<file path="config.mk">
export PLATFORM = sky130hd
export DESIGN_NAME = pwm_timer_setup
export DESIGN_NICKNAME = d
export VERILOG_FILES = /design/src/hw/prescaler.v /design/src/hw/pwm_timer_setup.v
export VERILOG_INCLUDE_DIRS = /design/src /design/src/hw
export SDC_FILE = /design/constraint.sdc
export NUM_CORES = 1
export LEC_CHECK = 0
export ABC_CLOCK_PERIOD_IN_PS = 3200
export BUFFER_PORTS_ARGS = -buffer_cell sky130_fd_sc_hd__buf_2
export CAP_MARGIN = 20
export CORE_ASPECT_RATIO = 1.4
export CORE_MARGIN = 3
export CORE_UTILIZATION = 61
export DETAILED_ROUTE_END_ITERATION = 8
export GPL_TIMING_DRIVEN = 0
export PLACE_DENSITY = 0.95
export RECOVER_POWER = 50
export SKIP_LAST_GASP = 1
export SLEW_MARGIN = 30
export SYNTH_ARGS = -nofsm -noshare
export SYNTH_HDL_FRONTEND = slang
export SYNTH_SLANG_ARGS = --single-unit
</file>
<file path="constraint.sdc">
create_clock -name pclk -period 3.2 [get_ports pclk]
set_clock_uncertainty 0.05 [all_clocks]
set_input_delay 0.8 -clock pclk [delete_from_list [all_inputs] [get_ports pclk]]
set_output_delay 0.8 -clock pclk [all_outputs]
set_load 0.005 [all_outputs]
</file>
<file path="src/hw/pwm_timer_defs.vh">
`ifndef PWM_TIMER_DEFS_VH
`define PWM_TIMER_DEFS_VH

// register indices (printed offsets are register indices; byte address = 4 x index)
`define IDX_INT_CONTROL      8'h0B
`define IDX_IRQ_FLAGS        8'h0C
`define IDX_TIMER_B_COUNT    8'h11
`define IDX_TIMER_B_CONTROL  8'h12
`define IDX_DUTY_HIGH_BITS   8'h15
`define IDX_DUTY_SHADOW      8'h16
`define IDX_CAPCMP_CONTROL   8'h17
`define IDX_PORT_C_DIRECTION 8'h87
`define IDX_IRQ_ENABLES      8'h8C
`define IDX_PERIOD_LIMIT     8'h92

// reset values
`define RST_ZERO             8'h00
`define RST_PORT_C_DIRECTION 8'hFF
`define RST_PERIOD_LIMIT     8'hFF

// implemented-bit masks
`define MASK_TIMER_B_CONTROL 8'h7F
`define MASK_CAPCMP_CONTROL  8'h3F
`define MASK_IRQ             8'h4F

// field positions
`define TBC_RUN              2
`define TBC_PS_HI            1
`define TBC_PS_LO            0
`define CCP_DUTY_HI          5
`define CCP_DUTY_LO          4
`define CCP_MODE_HI          3
`define CCP_MODE_LO          2
`define PWM_MODE_VAL         2'h3
`define PWM_PIN_BIT          2
`define IRQ_MATCH_BIT        1
`define IRQ_CCP_BIT          2
`define INTC_GIE             7
`define INTC_PEIE            6

// prescale codes
`define PS_DIV1              2'h0
`define PS_DIV4              2'h1
`define PS_CNT_W             4
`define QCLK_LAST            2'h3

`endif

</file>
<file path="src/hw/prescaler.v">
`timescale 1ns/10ps
`default_nettype none
`include "pwm_timer_defs.vh"

// instruction-cycle quarter clock plus 1/4/16 prescaler
module prescaler (
    // clock and reset
    input  wire       pclk,
    input  wire       presetn,
    // control
    input  wire       run,
    input  wire [1:0] sel,
    input  wire       clear,
    // status
    output reg        tick,
    output wire [1:0] sub_bits
);

    reg  [1:0]           qclk_q;
    reg  [`PS_CNT_W-1:0] cnt_q;
    wire                 cyc = (qclk_q == `QCLK_LAST);
    wire [`PS_CNT_W-1:0] top = (sel == `PS_DIV1) ? 4'h0 :
                               (sel == `PS_DIV4) ? 4'h3 : 4'hF;

    // two low-order bits extending the count: q clock at 1:1, prescaler bits otherwise
    assign sub_bits = (sel == `PS_DIV1) ? qclk_q :
                      (sel == `PS_DIV4) ? cnt_q[1:0] : cnt_q[3:2];

    // combinational so the count steps on the same edge the low bits wrap
    always @* begin
        tick = run && cyc && (cnt_q >= top) && !clear;
    end

    always @(posedge pclk or negedge presetn) begin
        if (!presetn) begin
            qclk_q <= 2'h0;
            cnt_q  <= 4'h0;
        end else begin
            qclk_q <= qclk_q + 2'h1;
            if (clear) begin
                cnt_q <= 4'h0;
            end else if (run && cyc) begin
                if (cnt_q >= top) begin
                    cnt_q <= 4'h0;
                end else begin
                    cnt_q <= cnt_q + 4'h1;
                end
            end
        end
    end

endmodule
`default_nettype wire

</file>
<file path="src/hw/pwm_timer_setup.v">
// Function
// software sets period, duty, pin direction, prescaler and run, then PWM mode.
// the duty is duty_high_bits as upper eight bits plus capcmp_control bits 5:4.
// the waveform reaches the pin only while port_c_direction bit 2 is clear.
// timer_b_control holds prescale select and run enable; the timer counts only when run.
// the prescaler divides by 1, 4 or 16 from the two-bit select field.
// a period limit of 0xFF gives full 10-bit duty resolution, smaller limits fewer steps.
// unimplemented bits read as zero and ignore writes.
// port_c_direction resets to all ones.
// at count equal to period, the next increment clears it, sets the pin unless duty is zero, loads the shadow.
// the pin clears when the shadow duty equals the count extended by two low bits.
// a duty above the period keeps the pin high the whole period.
// writing zero to capcmp_control forces the PWM latch low, port latch untouched.
// the timer advances once per prescaled instruction cycle while running.
`timescale 1ns/10ps
`default_nettype none
`include "pwm_timer_defs.vh"

module pwm_timer_setup (
    // apb
    input  wire        pclk,
    input  wire        presetn,
    input  wire        psel,
    input  wire        penable,
    input  wire        pwrite,
    input  wire [11:0] paddr,
    input  wire [31:0] pwdata,
    output reg  [31:0] prdata,
    output reg         pready,
    output reg         pslverr,
    // pin
    output reg         pwm_out_pin,
    output reg         pwm_out_pin_oe,
    // interrupt
    output reg         irq
);

    reg  [7:0] int_control_q;
    reg  [7:0] periph_irq_flags_q;
    reg  [7:0] periph_irq_enables_q;
    reg  [7:0] timer_b_count_q;
    reg  [7:0] timer_b_control_q;
    reg  [7:0] duty_high_bits_q;
    reg  [7:0] duty_shadow_q;
    reg  [1:0] duty_low_shadow_q;
    reg  [7:0] capcmp_control_q;
    reg  [7:0] port_c_direction_q;
    reg  [7:0] pwm_period_limit_q;
    reg        pwm_latch_q;

    wire       tick;
    wire [1:0] sub_bits;
    wire       pwm_mode = (capcmp_control_q[`CCP_MODE_HI:`CCP_MODE_LO] == `PWM_MODE_VAL);
    wire       acc      = psel && penable;
    wire       wr       = acc && pwrite;
    wire [9:0] idx      = paddr[11:2];
    wire       period_end = tick && (timer_b_count_q == pwm_period_limit_q);
    wire [9:0] duty_new = {duty_high_bits_q,
                           capcmp_control_q[`CCP_DUTY_HI:`CCP_DUTY_LO]};
    wire [9:0] duty_cur = {duty_shadow_q, duty_low_shadow_q};
    wire [9:0] cnt_ext  = {timer_b_count_q, sub_bits};
    // the pin drops on the edge that ends the match cycle, the same edge that clears the latch
    wire       duty_hit = (duty_cur == cnt_ext);
    wire       wr_tmr   = wr && hit(`IDX_TIMER_B_COUNT);
    wire       wr_tbc   = wr && hit(`IDX_TIMER_B_CONTROL);

    function hit;
        input [7:0] i;
        begin
            hit = (idx == {2'b00, i});
        end
    endfunction

    prescaler u_prescaler (
        .pclk     (pclk),
        .presetn  (presetn),
        .run      (timer_b_control_q[`TBC_RUN]),
        .sel      (timer_b_control_q[`TBC_PS_HI:`TBC_PS_LO]),
        .clear    (wr_tmr || wr_tbc),
        .tick     (tick),
        .sub_bits (sub_bits)
    );

    // timer and pwm latch
    always @(posedge pclk or negedge presetn) begin
        if (!presetn) begin
            timer_b_count_q   <= `RST_ZERO;
            duty_shadow_q     <= `RST_ZERO;
            duty_low_shadow_q <= 2'h0;
            pwm_latch_q       <= 1'b0;
        end else begin
            if (wr_tmr) begin
                timer_b_count_q <= pwdata[7:0];
            end else if (period_end) begin
                timer_b_count_q <= `RST_ZERO;
            end else if (tick) begin
                timer_b_count_q <= timer_b_count_q + 8'h01;
            end
            if (period_end) begin
                duty_shadow_q     <= duty_new[9:2];
                duty_low_shadow_q <= duty_new[1:0];
            end else if (wr && hit(`IDX_DUTY_SHADOW) && !pwm_mode) begin
                duty_shadow_q <= pwdata[7:0];
            end
            if (wr && hit(`IDX_CAPCMP_CONTROL) && pwdata[7:0] == `RST_ZERO) begin
                pwm_latch_q <= 1'b0;
            end else if (!pwm_mode) begin
                pwm_latch_q <= 1'b0;
            end else if (period_end) begin
                pwm_latch_q <= (duty_new != 10'h000);
            end else if (duty_cur == cnt_ext) begin
                // a duty beyond the period never matches, so the pin stays high
                pwm_latch_q <= 1'b0;
            end
        end
    end

    // software registers
    always @(posedge pclk or negedge presetn) begin
        if (!presetn) begin
            int_control_q        <= `RST_ZERO;
            periph_irq_flags_q   <= `RST_ZERO;
            periph_irq_enables_q <= `RST_ZERO;
            timer_b_control_q    <= `RST_ZERO;
            duty_high_bits_q     <= `RST_ZERO;
            capcmp_control_q     <= `RST_ZERO;
            port_c_direction_q   <= `RST_PORT_C_DIRECTION;
            pwm_period_limit_q   <= `RST_PERIOD_LIMIT;
        end else begin
            if (wr && hit(`IDX_INT_CONTROL)) begin
                int_control_q <= pwdata[7:0];
            end
            if (wr && hit(`IDX_IRQ_ENABLES)) begin
                periph_irq_enables_q <= pwdata[7:0] & `MASK_IRQ;
            end
            if (wr_tbc) begin
                timer_b_control_q <= pwdata[7:0] & `MASK_TIMER_B_CONTROL;
            end
            if (wr && hit(`IDX_DUTY_HIGH_BITS)) begin
                duty_high_bits_q <= pwdata[7:0];
            end
            if (wr && hit(`IDX_CAPCMP_CONTROL)) begin
                capcmp_control_q <= pwdata[7:0] & `MASK_CAPCMP_CONTROL;
            end
            if (wr && hit(`IDX_PORT_C_DIRECTION)) begin
                port_c_direction_q <= pwdata[7:0];
            end
            if (wr && hit(`IDX_PERIOD_LIMIT)) begin
                pwm_period_limit_q <= pwdata[7:0];
            end
            // write one to clear; a match in the same cycle wins
            periph_irq_flags_q <= ((periph_irq_flags_q
                                  & ~((wr && hit(`IDX_IRQ_FLAGS)) ? pwdata[7:0] : 8'h00))
                                  | ({7'h00, period_end} << `IRQ_MATCH_BIT)) & `MASK_IRQ;
        end
    end

    // apb slave: one wait-free access phase, slverr on unmapped
    always @(posedge pclk or negedge presetn) begin
        if (!presetn) begin
            prdata  <= 32'h0000_0000;
            pready  <= 1'b0;
            pslverr <= 1'b0;
        end else begin
            pready  <= psel && !penable;
            pslverr <= 1'b0;
            prdata  <= 32'h0000_0000;
            if (psel && !penable) begin
                case (paddr[11:2])
                    {2'b00, `IDX_INT_CONTROL}:      prdata[7:0] <= int_control_q;
                    {2'b00, `IDX_IRQ_FLAGS}:        prdata[7:0] <= periph_irq_flags_q;
                    {2'b00, `IDX_IRQ_ENABLES}:      prdata[7:0] <= periph_irq_enables_q;
                    {2'b00, `IDX_TIMER_B_COUNT}:    prdata[7:0] <= timer_b_count_q;
                    {2'b00, `IDX_TIMER_B_CONTROL}:  prdata[7:0] <= timer_b_control_q;
                    {2'b00, `IDX_DUTY_HIGH_BITS}:   prdata[7:0] <= duty_high_bits_q;
                    {2'b00, `IDX_DUTY_SHADOW}:      prdata[7:0] <= duty_shadow_q;
                    {2'b00, `IDX_CAPCMP_CONTROL}:   prdata[7:0] <= capcmp_control_q;
                    {2'b00, `IDX_PORT_C_DIRECTION}: prdata[7:0] <= port_c_direction_q;
                    {2'b00, `IDX_PERIOD_LIMIT}:     prdata[7:0] <= pwm_period_limit_q;
                    default:                        pslverr     <= 1'b1;
                endcase
            end
        end
    end

    // pin and interrupt outputs
    always @(posedge pclk or negedge presetn) begin
        if (!presetn) begin
            pwm_out_pin    <= 1'b0;
            pwm_out_pin_oe <= 1'b0;
            irq            <= 1'b0;
        end else begin
            pwm_out_pin    <= pwm_latch_q && !duty_hit
                              && !port_c_direction_q[`PWM_PIN_BIT];
            pwm_out_pin_oe <= !port_c_direction_q[`PWM_PIN_BIT];
            irq            <= |(periph_irq_flags_q & periph_irq_enables_q)
                              && int_control_q[`INTC_PEIE] && int_control_q[`INTC_GIE];
        end
    end

endmodule
`default_nettype wire

</file>
==> out/summary.txt <==
Root buffer cell: clkbuf_8
Mean Syn Cell Area: 10.5 um2
Setup bufs post-CTS: 0
Vias per Instance: 6.32
RSZ-0062 raised after global routing: false
Final Util: 0.717
Design area: 5660 um2
WHS: 0.412 ns
Hold Path End: u_prescaler.qclk_q[0]
Register area share after synthesis: 0.464
Leak: 2.54 nW
Most frequent CP cell: buf_2
I/O pins: 86
Commonest cells in the netlist: dfrtp_1, mux2_2, nor2_1
Minimum clock period: 2.84 ns
Area leader, netlist: dfrtp_1
Synthesized area: 5060 um2
Cts-stage hold buffer count: 0
EDFF count, synth: 0
Fin crit share: 0.887
Post-synthesis mux area share: 0.153
DRC: 0
Rel. slew slack: 0.200
Yosys reg bits: 93
Row cnt: 38
Synth Flop Type: dfrtp_1
Dpl cell area: 5460 um2
Slowest-stage cell, CP: a211oi_1
Outcome: completed
Hold WC Path Type: reg2reg
Comb pwr share: 0.071
Top-area cell type share of the netlist area: 0.381
Critical Path RT: 3.39 ns
Congestion Overflow GR: 0
Reg-to-reg slack, setup: 0.36 ns
Fill cells: 606
Post-synthesis adder-cell area fraction: 0.0148
Largest family of logic cells by synthesized area: multiplexers
DRT met1 WL: 5180 um
Worst flop-to-flop path startpoint: timer_b_control_q[1]
Most area-consuming cells after synthesis: dfrtp_1, mux2_2, dfstp_2
Maximum number of pins on one net before global-route repair: 73
Start point of the critical path: timer_b_control_q[1]
XOR/XNOR Fraction of Synth Area: 0.0329
First-pass GRT wire length: 21200 um
TritonCTS buffer count: 9
H-tree levels: 3
DR WL met3: 1010 um
Worst-margin pin slew: 1.20 ns
Clock transition at path regs: 0.09 ns
Total track usage: 0.292
P_int: 0.00169 W
Ant. Diodes: 0
Final #Nets: 603
Number of max-cap violations: 0
Worst Reg-to-Reg Cells: 11
Most common cell in the netlist: dfrtp_1
Startpoint types: flip-flop
Cts repair resizes: 0
Die area: 9440 um2
Hold path startpoint: u_prescaler.qclk_q[0]
Routed WL: 13400 um
Seq pwr share: 0.530
Max stage delay on crit path: 0.38 ns
Number of global-route vias before repair: 4052
Crit-path cells: clkbuf_1 > nor2_1 > ha_1 > o21a_1 > o31ai_1 > a211oi_1 > buf_2 > nand2_1 > buf_2 > o2111ai_1 > a21oi_1
Crit path kind: reg2reg
Clk Latency, worst-skew pair: 0.39 ns
Antenna violations before repair: 0
Crit path max fanout: 10
Clock Path Buffers: 2
IO Port Bufs: 32
Post-DRT Antenna Nets: 0
Clock Sinks: 93
Hold path cells: 1
Psw: 0.000563 W
Synthesis-to-finish area growth: 11.8%
Top Metal Used: met4
F_max: 352 MHz
Global placement routability congestion: 0.978
PwrDens: 398 nW/um2
DRT iter0 DRCs: 500
Reg-to-Reg End: pwm_latch_q
Final setup vio count: 0
Post-synthesis simple-gate area fraction: 0.148
Maximum VDD drop: 0.396 mV
Critical path data arrival time: 3.03 ns
Post-Synthesis Cells: 481
Post-synthesis compound-gate area fraction: 0.127
Vert. Die Dim: 114 um
Crit. End Element: flip-flop
Initial core utilization: 0.641
Pins Over Slew Limit: 0
Async SR Flop Fraction: 1.00
First-pass detailed-route iteration total: 5
Sw Ratio: 0.250
Setup TNS: 0 ns
Layout cells sized above 1: 0.268
Met2 wire length: 6760 um
Final hold violations: 0
CTS tree: yes
Core area: 7890 um2
HPWL Detailed: 9740 um
Netlist cell types: 56
YS warnings: 0
DR vias: 4128
PnR Total Power: 0.00225 W
Routed len/inst: 20.5 um
Die width: 83.0 um
Clock share of power: 0.399
-- power by group through the flow --
stage          Combinational [W]  Clock (W)  Sequential, W
6_report                0.000161   0.000898        0.00119
5_1_grt                 0.000178   0.000957        0.00119
4_1_cts                 0.000163   0.000899        0.00119
3_5_place_dp            0.000162          0        0.00121
3_3_place_gp            0.000152          0        0.00121
2_1_floorplan          0.0000872          0        0.00121
-- worst max-delay path: cells and delay by family, from the launching register on --
| family | cells | cell delay [ns] |
|---|---|---|
| simple gates | 2 | 0.22 |
| compound gates | 5 | 0.88 |
| buf+inv | 3 | 0.90 |
| flops | 1 | 0.35 |
| fa+ha+maj | 1 | 0.31 |
-- cell type report --
cell class	count	area [um2]	area share
Multi-Input combinational cell	356	2490	0.441
Sequential cell	93	2350	0.415
Buffer	50	284	0.0502
Timing Repair Buffer	33	165	0.0292
Clock buffer	10	128	0.0226
Tap cell	100	125	0.0221
Clock inverter	6	95.1	0.0168
Inverter	5	18.8	0.00332
-- cells in the final DEF, fill, tap and decap left out, types with 6 or more instances in the layout --
cell type,n
a21oi_1,23
a22oi_1,8
a31oi_1,7
and3_1,10
buf_2,35
buf_4,24
clkbuf_1,20
clkbuf_8,9
conb_1,24
dfrtp_1,77
dfstp_2,15
ha_1,6
mux2_2,50
mux2i_1,21
nand2_1,32
nand3_1,20
nor2_1,37
nor2b_1,10
o21ai_0,19
xnor2_1,16
-- metrics by stage --
| step | cells | worst slack, ns |
|---|---|---|
| 6_report | 653 | 0.360 |
| 5_1_grt | 653 | 0.223 |
| 4_1_cts | 653 | 0.389 |
| 3_5_place_dp | 637 | 0.131 |
| 3_3_place_gp | 636 | 0.105 |
| 2_1_floorplan | 504 | 0.642 |
-- layer usage --
| metal | track usage | up-vias |
|---|---|---|
| li1 | - | 1839 |
| met4 | 0.154 | 0 |
| met3 | 0.0607 | 37 |
| met2 | 0.487 | 226 |
| met5 | 0 | - |
| met1 | 0.357 | 2026 |
-- state kept, by name, indices dropped and copies added (netlist names), 6 cells and up --
register,count
prdata,8
capcmp_control_q,6
duty_shadow_q,8
int_control_q,8
duty_high_bits_q,8
pwm_period_limit_q,8
timer_b_count_q,8
timer_b_control_q,7
port_c_direction_q,8
-- logic make-up (layout without fill, tap and decap cells) --
kind of cell,after synthesis,after routing
muxes,71,71
and+or+nand+nor,142,142
adders and majority gates,6,6
xor gates and xnor gates,19,19
DFF,93,93
other,1,24
buffers and inverters,55,104
AOI/OAI and AO/OA,94,94
-- how the worst max path moves through the flow --
stage                                 end  cells after the start
global route                  pwm_latch_q                     11
CTS                           pwm_latch_q                     11
finish                        pwm_latch_q                     11
floorplan           pwm_period_limit_q[2]                      6
detailed placement            pwm_latch_q                     10
global placement              pwm_latch_q                     10
Power figures use the tool's default switching activity.
